## src/hdl/gsn_defs.vh

```
// constants for the global status and serial node configuration bank
// assumes inclusion by bare name from every design file of the bank
// Function
// - status bit 0 is set by any reset until status is read
// - status bit 1 latches a shutdown of the first driver
// - status bit 2 latches a shutdown of the second driver
// - a shutdown flag survives a read while its fault persists
// - status bit 3 shows pump undervoltage; drivers held off meanwhile
// - four-bit status at 0x01 holds until read, then clears ended causes
// - eight-bit counter at 0x02 counts each successful serial write
// - reading the write counter leaves it unchanged
// - the write counter stays still in the four-wire mode
// - the write counter wraps from 255 to 0
// - config bits 7..0 set node address, reset 0; host uses 0..253
// - the next-address pin adds one to the node address
// - in ring mode a programmed address of 0 stops forwarding
// - config bits 11..8 pick reply delay: pairs give 8,24,...,120 bits
`ifndef GSN_DEFS_VH
`define GSN_DEFS_VH

// ****************************************
// access port
// ****************************************
`define GSN_AW          7
`define GSN_DW          32
`define GSN_ADR_STATUS  7'h01
`define GSN_ADR_WRCNT   7'h02
`define GSN_ADR_NODECFG 7'h03
`define GSN_RDATA_RST   32'h00000000

// ****************************************
// status flags
// ****************************************
`define GSN_ST_W        4
`define GSN_ST_RESET    0
`define GSN_ST_DRV1     1
`define GSN_ST_DRV2     2
`define GSN_ST_PUMP     3
`define GSN_ST_RST_VAL  4'h1

// ****************************************
// write counter and node configuration
// ****************************************
`define GSN_CNT_RST     8'h00
`define GSN_CNT_ONE     8'h01
`define GSN_ADDR_RST    8'h00
`define GSN_ADDR_ZERO   8'h00
`define GSN_DLY_RST     4'h0
`define GSN_CFG_ADR_HI  7
`define GSN_CFG_ADR_LO  0
`define GSN_CFG_DLY_HI  11
`define GSN_CFG_DLY_LO  8
`define GSN_ST_PAD      28'h0000000
`define GSN_CNT_PAD     24'h000000

// ****************************************
// reply delay: odd multiple of eight bit times
// ****************************************
`define GSN_DLY_CW      7
`define GSN_DLY_ODD     1'h1
`define GSN_DLY_X8      3'h0
`define GSN_DLY_LAST    7'h01
`define GSN_DLY_CNT_RST 7'h00

`endif

```

## src/hdl/gsn_regs.v

```verilog
// global status flags, serial write counter and node configuration
// assumes the serial front end presents decoded register accesses on the
// access port, one cycle per access, and all inputs are synchronous to mclk
`timescale 1ns/1ps
`include "gsn_defs.vh"

module gsn_regs (
  input  wire                mclk,
  input  wire                arst_n,
  input  wire                acc_valid,
  input  wire                acc_write,
  input  wire [`GSN_AW-1:0]  acc_addr,
  input  wire [`GSN_DW-1:0]  acc_wdata,
  input  wire                acc_uart,
  input  wire                spi_mode,
  input  wire                drv1_fault,
  input  wire                drv2_fault,
  input  wire                pump_uv,
  input  wire                nextaddr_pin,
  input  wire                ring_mode,
  input  wire                bit_tick,
  input  wire                read_req_done,
  output reg  [`GSN_DW-1:0]  acc_rdata,
  output reg                 acc_rdata_valid,
  output reg  [7:0]          node_address,
  output reg                 forward_enable,
  output reg                 drive_stage_enable,
  output wire [3:0]          reply_delay_select,
  output wire                reply_start,
  output wire                reply_busy
);

  // ****************************************
  // access decode
  // ****************************************
  wire rd_any;
  wire wr_any;
  wire rd_status;
  wire rd_wrcnt;
  wire wr_nodecfg;
  wire count_write;

  assign rd_any     = acc_valid & ~acc_write;
  assign wr_any     = acc_valid & acc_write;
  assign rd_status  = rd_any & (acc_addr == `GSN_ADR_STATUS);
  assign rd_wrcnt   = rd_any & (acc_addr == `GSN_ADR_WRCNT);
  assign wr_nodecfg = wr_any & (acc_addr == `GSN_ADR_NODECFG);
  // only writes arriving over the single-wire link are counted
  assign count_write = wr_any & acc_uart & ~spi_mode;

  // ****************************************
  // status flags
  // ****************************************
  reg  [`GSN_ST_W-1:0] global_status_flags;
  wire [`GSN_ST_W-1:0] next_status;
  wire [`GSN_ST_W-1:0] cause;

  assign cause[`GSN_ST_RESET] = 1'b0;
  assign cause[`GSN_ST_DRV1]  = drv1_fault;
  assign cause[`GSN_ST_DRV2]  = drv2_fault;
  assign cause[`GSN_ST_PUMP]  = pump_uv;

  // the reset flag has no live cause: only the reset sets it
  assign next_status[`GSN_ST_RESET] =
    rd_status ? 1'b0 : global_status_flags[`GSN_ST_RESET];

  // a read clears a flag only when its cause is gone, and a cause
  // present in the read cycle keeps the flag set
  genvar gi;
  generate
    for (gi = `GSN_ST_DRV1; gi < `GSN_ST_W; gi = gi + 1) begin : g_flag
      assign next_status[gi] = cause[gi] |
        (global_status_flags[gi] & ~rd_status);
    end
  endgenerate

  always @(posedge mclk or negedge arst_n) begin
    if (!arst_n) begin
      global_status_flags <= `GSN_ST_RST_VAL;
    end else begin
      global_status_flags <= next_status;
    end
  end

  // ****************************************
  // serial write counter
  // ****************************************
  reg  [7:0] uart_write_counter;
  wire [7:0] next_counter;

  // eight-bit add wraps 255 to 0 by itself
  assign next_counter = count_write ?
    uart_write_counter + `GSN_CNT_ONE :
    uart_write_counter;

  always @(posedge mclk or negedge arst_n) begin
    if (!arst_n) begin
      uart_write_counter <= `GSN_CNT_RST;
    end else begin
      uart_write_counter <= next_counter;
    end
  end

  // ****************************************
  // node configuration
  // ****************************************
  reg [7:0] cfg_addr;
  reg [3:0] cfg_delay;

  always @(posedge mclk or negedge arst_n) begin
    if (!arst_n) begin
      cfg_addr  <= `GSN_ADDR_RST;
      cfg_delay <= `GSN_DLY_RST;
    end else if (wr_nodecfg) begin
      cfg_addr  <= acc_wdata[`GSN_CFG_ADR_HI:`GSN_CFG_ADR_LO];
      cfg_delay <= acc_wdata[`GSN_CFG_DLY_HI:`GSN_CFG_DLY_LO];
    end
  end

  assign reply_delay_select = cfg_delay;

  // ****************************************
  // node address and forwarding
  // ****************************************
  wire [7:0] next_node_address;
  wire       next_forward;

  // no guard on 255: the host keeps the programmed value at 253 or less
  assign next_node_address = cfg_addr + {7'h00, nextaddr_pin};
  // forwarding keys on the programmed value, not the incremented one
  assign next_forward = ~(ring_mode &
                          (cfg_addr == `GSN_ADDR_ZERO));

  always @(posedge mclk or negedge arst_n) begin
    if (!arst_n) begin
      node_address   <= `GSN_ADDR_RST;
      forward_enable <= 1'b0;
    end else begin
      node_address   <= next_node_address;
      forward_enable <= next_forward;
    end
  end

  // ****************************************
  // driver stage enable
  // ****************************************
  // held off from reset until the pump voltage is seen good
  always @(posedge mclk or negedge arst_n) begin
    if (!arst_n) begin
      drive_stage_enable <= 1'b0;
    end else begin
      drive_stage_enable <= ~pump_uv;
    end
  end

  // ****************************************
  // read data
  // ****************************************
  reg [`GSN_DW-1:0] next_rdata;

  // the status read returns the flags as held before the clear
  always @* begin
    next_rdata = `GSN_RDATA_RST;
    if (rd_status) begin
      next_rdata = {`GSN_ST_PAD, global_status_flags};
    end else if (rd_wrcnt) begin
      next_rdata = {`GSN_CNT_PAD, uart_write_counter};
    end
  end

  always @(posedge mclk or negedge arst_n) begin
    if (!arst_n) begin
      acc_rdata       <= `GSN_RDATA_RST;
      acc_rdata_valid <= 1'b0;
    end else begin
      acc_rdata_valid <= rd_any;
      if (rd_any) begin
        acc_rdata <= next_rdata;
      end
    end
  end

  // ****************************************
  // reply delay
  // ****************************************
  gsn_reply_delay u_delay (
    .mclk               (mclk),
    .arst_n             (arst_n),
    .reply_delay_select (cfg_delay),
    .bit_tick           (bit_tick),
    .read_req_done      (read_req_done),
    .reply_start        (reply_start),
    .reply_busy         (reply_busy)
  );

endmodule

```

## src/hdl/gsn_reply_delay.v

```verilog
// reply delay timer: counts bit ticks between read request and reply
// assumes bit_tick is a one-cycle pulse per serial bit time
`timescale 1ns/1ps
`include "gsn_defs.vh"

module gsn_reply_delay (
  input  wire       mclk,
  input  wire       arst_n,
  input  wire [3:0] reply_delay_select,
  input  wire       bit_tick,
  input  wire       read_req_done,
  output reg        reply_start,
  output wire       reply_busy
);

  localparam ST_IDLE = 1'b0;
  localparam ST_WAIT = 1'b1;

  reg                    state;
  reg                    next_state;
  reg [`GSN_DLY_CW-1:0]  count;
  reg [`GSN_DLY_CW-1:0]  next_count;
  reg                    next_start;
  wire [`GSN_DLY_CW-1:0] target;

  // pair 2k,2k+1 maps to (2k+1)*8 bit times
  assign target = {reply_delay_select[3:1], `GSN_DLY_ODD,
                   `GSN_DLY_X8};
  assign reply_busy = (state == ST_WAIT);

  always @* begin
    next_state = state;
    next_count = count;
    next_start = 1'b0;
    case (state)
      ST_IDLE: begin
        if (read_req_done) begin
          next_state = ST_WAIT;
          next_count = target;
        end
      end
      ST_WAIT: begin
        // a fresh request restarts the wait rather than queueing
        if (read_req_done) begin
          next_count = target;
        end else if (bit_tick) begin
          if (count == `GSN_DLY_LAST) begin
            next_state = ST_IDLE;
            next_start = 1'b1;
          end else begin
            next_count = count - `GSN_DLY_LAST;
          end
        end
      end
      default: begin
        next_state = ST_IDLE;
        next_count = `GSN_DLY_CNT_RST;
      end
    endcase
  end

  always @(posedge mclk or negedge arst_n) begin
    if (!arst_n) begin
      state       <= ST_IDLE;
      count       <= `GSN_DLY_CNT_RST;
      reply_start <= 1'b0;
    end else begin
      state       <= next_state;
      count       <= next_count;
      reply_start <= next_start;
    end
  end

endmodule

```

## config.mk

```make
export PLATFORM = sky130hd
export DESIGN_NAME = gsn_regs
export DESIGN_NICKNAME = d
export VERILOG_FILES = /design/src/hdl/gsn_regs.v /design/src/hdl/gsn_reply_delay.v
export VERILOG_INCLUDE_DIRS = /design/src /design/src/hdl
export SDC_FILE = /design/constraint.sdc
export NUM_CORES = 1
export LEC_CHECK = 0
export ABC_AREA = 1
export BUFFER_PORTS_ARGS = -buffer_cell sky130_fd_sc_hd__buf_2
export CAP_MARGIN = 20
export CORE_MARGIN = 5
export CORE_UTILIZATION = 53
export CTS_CLUSTER_DIAMETER = 120
export DETAILED_ROUTE_END_ITERATION = 12
export PLACE_DENSITY = 0.85
export SYNTH_ARGS = -nofsm -noshare
export SYNTH_HDL_FRONTEND = slang
export SYNTH_HIERARCHICAL = 1
export SYNTH_SLANG_ARGS = --single-unit
```

## constraint.sdc

```tcl
create_clock -name mclk -period 1.9 [get_ports mclk]
set_input_delay 0.285 -clock mclk [delete_from_list [all_inputs] [get_ports mclk]]
set_output_delay 0.285 -clock mclk [all_outputs]
set_load 0.005 [all_outputs]
```

==> flow_results.org <==
** Status
- Status :: complete, no violations

** Worst setup path
- Walking the worst path, the cells encountered are inv_1 > ha_1 > inv_1 > nor2_1 > nand3_4 > nand2_4 > nand2_4 > nand3_1 > o21ai_2.
- Together, buffers and inverters on the worst path number 2.
- Of all nets on the critical path, the largest fanout is 8.
- Data on the critical path arrives at its endpoint at 1.65 ns.
- At the worst endpoint, the required time is 2.10 ns.
- Category of the critical setup timing path :: flop to flop
- The worst setup path is captured at a flop.
- STA classifies the critical path startpoint as a flop.
- The largest individual stage delay along the critical path comes from the cell sky130_fd_sc_hd__dfrtp_1.
- Delay of the slowest cell on the worst path :: 0.40 ns
- Family with the most delay on the worst path :: simple AND/OR/NAND/NOR gates

** Clock tree
- After clock tree synthesis, the clock-pin slew on the worst setup and hold paths is 0.10 ns.
- For this design, the sink count on the clock tree is 52.
- Clock tree synthesis inserted a total of 5 buffers.
- TritonCTS built the clock tree.
- # resized after CTS :: 0
- Clk Tree Root Cell :: sky130_fd_sc_hd__clkbuf_8
- Buffer levels on the longest clock path :: 2
- Number of H-tree levels :: 2
- After clock tree synthesis, the setup repair step added 0 buffers.
- Latest clock arrival within the worst-skew pair :: 0.31 ns

** Synthesis
- For this run, the register share of the synthesized area comes to 48.26%.
- Total of warnings raised by yosys :: 6
- The most used flip-flop cell after synthesis is sky130_fd_sc_hd__dfrtp_1.
- Number of enable-type register cells in the synthesized netlist :: 0
- Async set-reset flop share out of synthesis :: 100.0%
- The synthesized design contains 52 register bits.
- Post-synthesis cell type count :: 29
- Summing every instance area after synthesis gives 2699 sq um.
- Instance count of the mapped netlist :: 322
- After synthesis, the mean cell area works out to 8.381 sq um.

** Drt
- Via count normalized by instance count :: 4.740
- DRC marker count from the first detailed-route iteration :: 145
- Routed wire length :: 5198 microns
- Drt drc :: 0
- The detailed router placed 2166 vias in this run.
- Before antenna repair, the detailed router went through 4 iterations.
- Post-detailed-route wirelength per cell :: 11.37 microns
- In this run the remaining antenna-violating nets after routing total 0.

** Pwr
- Power spread over the standard cell area amounts to 755.5 nW/um^2.
- Total Power Consumption :: 0.002327 W
- The analysis attributes to cell leakage a power of 1.709 nW.
- Maximum vdd drop :: 0.3694 mV

** Floorplanning
- Die Footprint :: 6619 sq um
- Area inside the core boundary :: 5042 sq um
- Top Ports :: 101
- In this run the core area contains 26 standard-cell rows.
- DIE WIDTH :: 81.36 microns
- The initial utilization of the core area, before any placement, comes to 53.52%.
- Die Span Y :: 81.36 microns

** Global route
- Initial antenna violation count :: 0
- Total congestion overflow :: 0
- GRT Total Usage :: 17.19%
- The number of global-route vias before repair was 2045.
- First-pass GRT wire length :: 8804 microns
- Entering global routing, the biggest net connects 20 pins.

** STA
- For the final routed database, the setup TNS stands at 0 ns.
- The number of endpoints with negative hold slack in the final report was 0.
- Setup repair after global routing left no endpoint under its margin.
- The final critical path takes up 76.06% of the cycle.
- FMAX :: 692.0 MHz
- Minimum clock period after layout :: 1.445 ns
- Total of endpoints with negative setup slack in the final report :: 0
- Final-report max-slew violation count :: 0
- Clock skew :: 0.01064 ns

** Job
- Max cap viols :: 0

** Final layout
- The top cell types in the final layout, fill and taps aside, are 94 x sky130_fd_sc_hd__nand2_1, 56 x sky130_fd_sc_hd__buf_2, 52 x sky130_fd_sc_hd__nand3_1.
- The library cell used most frequently in the layout, excluding fill and tap cells, is sky130_fd_sc_hd__nand2_1.
- The post-route netlist has 23.51% of its cells at a drive strength greater than 1.
- Total number of nets in the final design :: 443
- From synthesis to final layout, the design area changed by 14.14%.
- 0 antenna diodes ended up in the layout.
- The filler cells instantiated in the layout total 454.

** Placed design
- The wire-length estimate of the detail-placed layout is 4002 microns.
- Global placement routability congestion :: 0.8442
- I/O Buffers :: 56

** Worst hold path
- The min-delay analysis places its worst path in the category primary input to flop.
## kinds of logic after synthesis
logic type	Yosys count	synth area share, %
AOI/OAI and AO/OA	8	2.179
xor gates and xnor gates	8	2.596
adders and majority gates	5	2.318
buffers and inverters	59	12.10
DFF	52	48.26
other	1	0.1389
and+or+nand+nor	189	32.41
## state kept, by name, indices dropped and copies added (netlist names), 4 cells and up
register	cells
acc_rdata	8
global_status_flags	4
u_delay/count	7
uart_write_counter	8
node_address	8
reply_delay_select	4
cfg_addr	8
## final cells by class
class	instances	area (sq um)	area share [%]
multi-input combinational	234	1156	37.53
timing repair buffer	61	320.3	10.40
inverter	32	120.1	3.899
clock inverter	3	25.02	0.8123
sequential	52	1303	42.28
tap	70	87.58	2.843
clock buffer	5	68.82	2.234
## per-stage QoR
step	hold slack (ns)	setup WS, ns	cell area (sq um)	std cells	util (%)
2_1_floorplan	-0.01059	0.5945	2785	345	-
3_3_place_gp	0.2308	0.5122	2977	448	59.03
3_5_place_dp	0.2393	0.4760	2977	448	59.03
4_1_cts	0.1239	0.4625	3080	457	61.09
5_1_grt	0.1110	0.2925	3080	457	61.09
6_report	0.1341	0.4549	3080	457	61.09
## routing by layer
layer / up-vias / track usage, % / routed length, microns
met2: 47 / 30.54 / 2697
met3: 6 / 3.880 / 255
met1: 1014 / 20.64 / 2189
met4: 0 / 5.068 / 55
li1: 1099 / - / -
met5: - / 0 / 0
## path summary, 6_finish.rpt
path	startpoint	endpoint	slack, ns	cells past startpoint
setup / recovery	u_delay/count[1]$_DFFE_PN0P_	u_delay/count[4]$_DFFE_PN0P_	0.45	9
hold / removal	pump_uv	drive_stage_enable$_DFF_PN0_	0.13	2
setup reg to reg	u_delay/count[1]$_DFFE_PN0P_	u_delay/count[4]$_DFFE_PN0P_	0.45	9
hold reg to reg	global_status_flags[0]$_DFFE_PN1P_	global_status_flags[0]$_DFFE_PN1P_	0.48	2
max in group asynchronous	arst_n	global_status_flags[0]$_DFFE_PN1P_	0.81	3
min in group asynchronous	arst_n	forward_enable$_DFF_PN0_	0.44	2
## power by group
| part | total (W) | switching, W | internal (W) |
|---|---|---|---|
| registers | 0.00130 | 0.000104 | 0.00119 |
| logic | 0.000377 | 0.000223 | 0.000154 |
| clock network | 0.000652 | 0.000383 | 0.000269 |
## Yosys cell counts (2+ instances only)
master,number,area (sq um)
sky130_fd_sc_hd__buf_4,26,195.2
sky130_fd_sc_hd__dfrtp_1,51,1276
sky130_fd_sc_hd__ha_1,5,62.56
sky130_fd_sc_hd__inv_1,31,116.4
sky130_fd_sc_hd__nand2_1,94,352.8
sky130_fd_sc_hd__nand2_2,3,18.77
sky130_fd_sc_hd__nand2_4,2,22.52
sky130_fd_sc_hd__nand3_1,52,260.3
sky130_fd_sc_hd__nand4_1,3,18.77
sky130_fd_sc_hd__nor2_1,19,71.32
sky130_fd_sc_hd__nor2_2,5,31.28
sky130_fd_sc_hd__nor4_1,2,12.51
sky130_fd_sc_hd__o21ai_0,3,15.01
sky130_fd_sc_hd__o21ai_2,3,26.28
sky130_fd_sc_hd__or2_2,3,18.77
sky130_fd_sc_hd__xnor2_1,3,26.28
sky130_fd_sc_hd__xor2_1,5,43.79
## worst register-to-register path: cells and delay by family (launching register included)
kind	cells	cell delay, ns
AND/OR/NAND/NOR	5	0.61
flip-flops	1	0.40
adder cells (fa/ha/maj)	1	0.15
buffers and inverters	2	0.14
AO/OA/AOI/OAI	1	0.05
## what timing repair did
action	in CTS	in global routing
setup endpoints to repair	0	0
hold buffers	1	0
hold endpoints to repair	17	0
No activity file was read; power rests on OpenSTA's default activity.
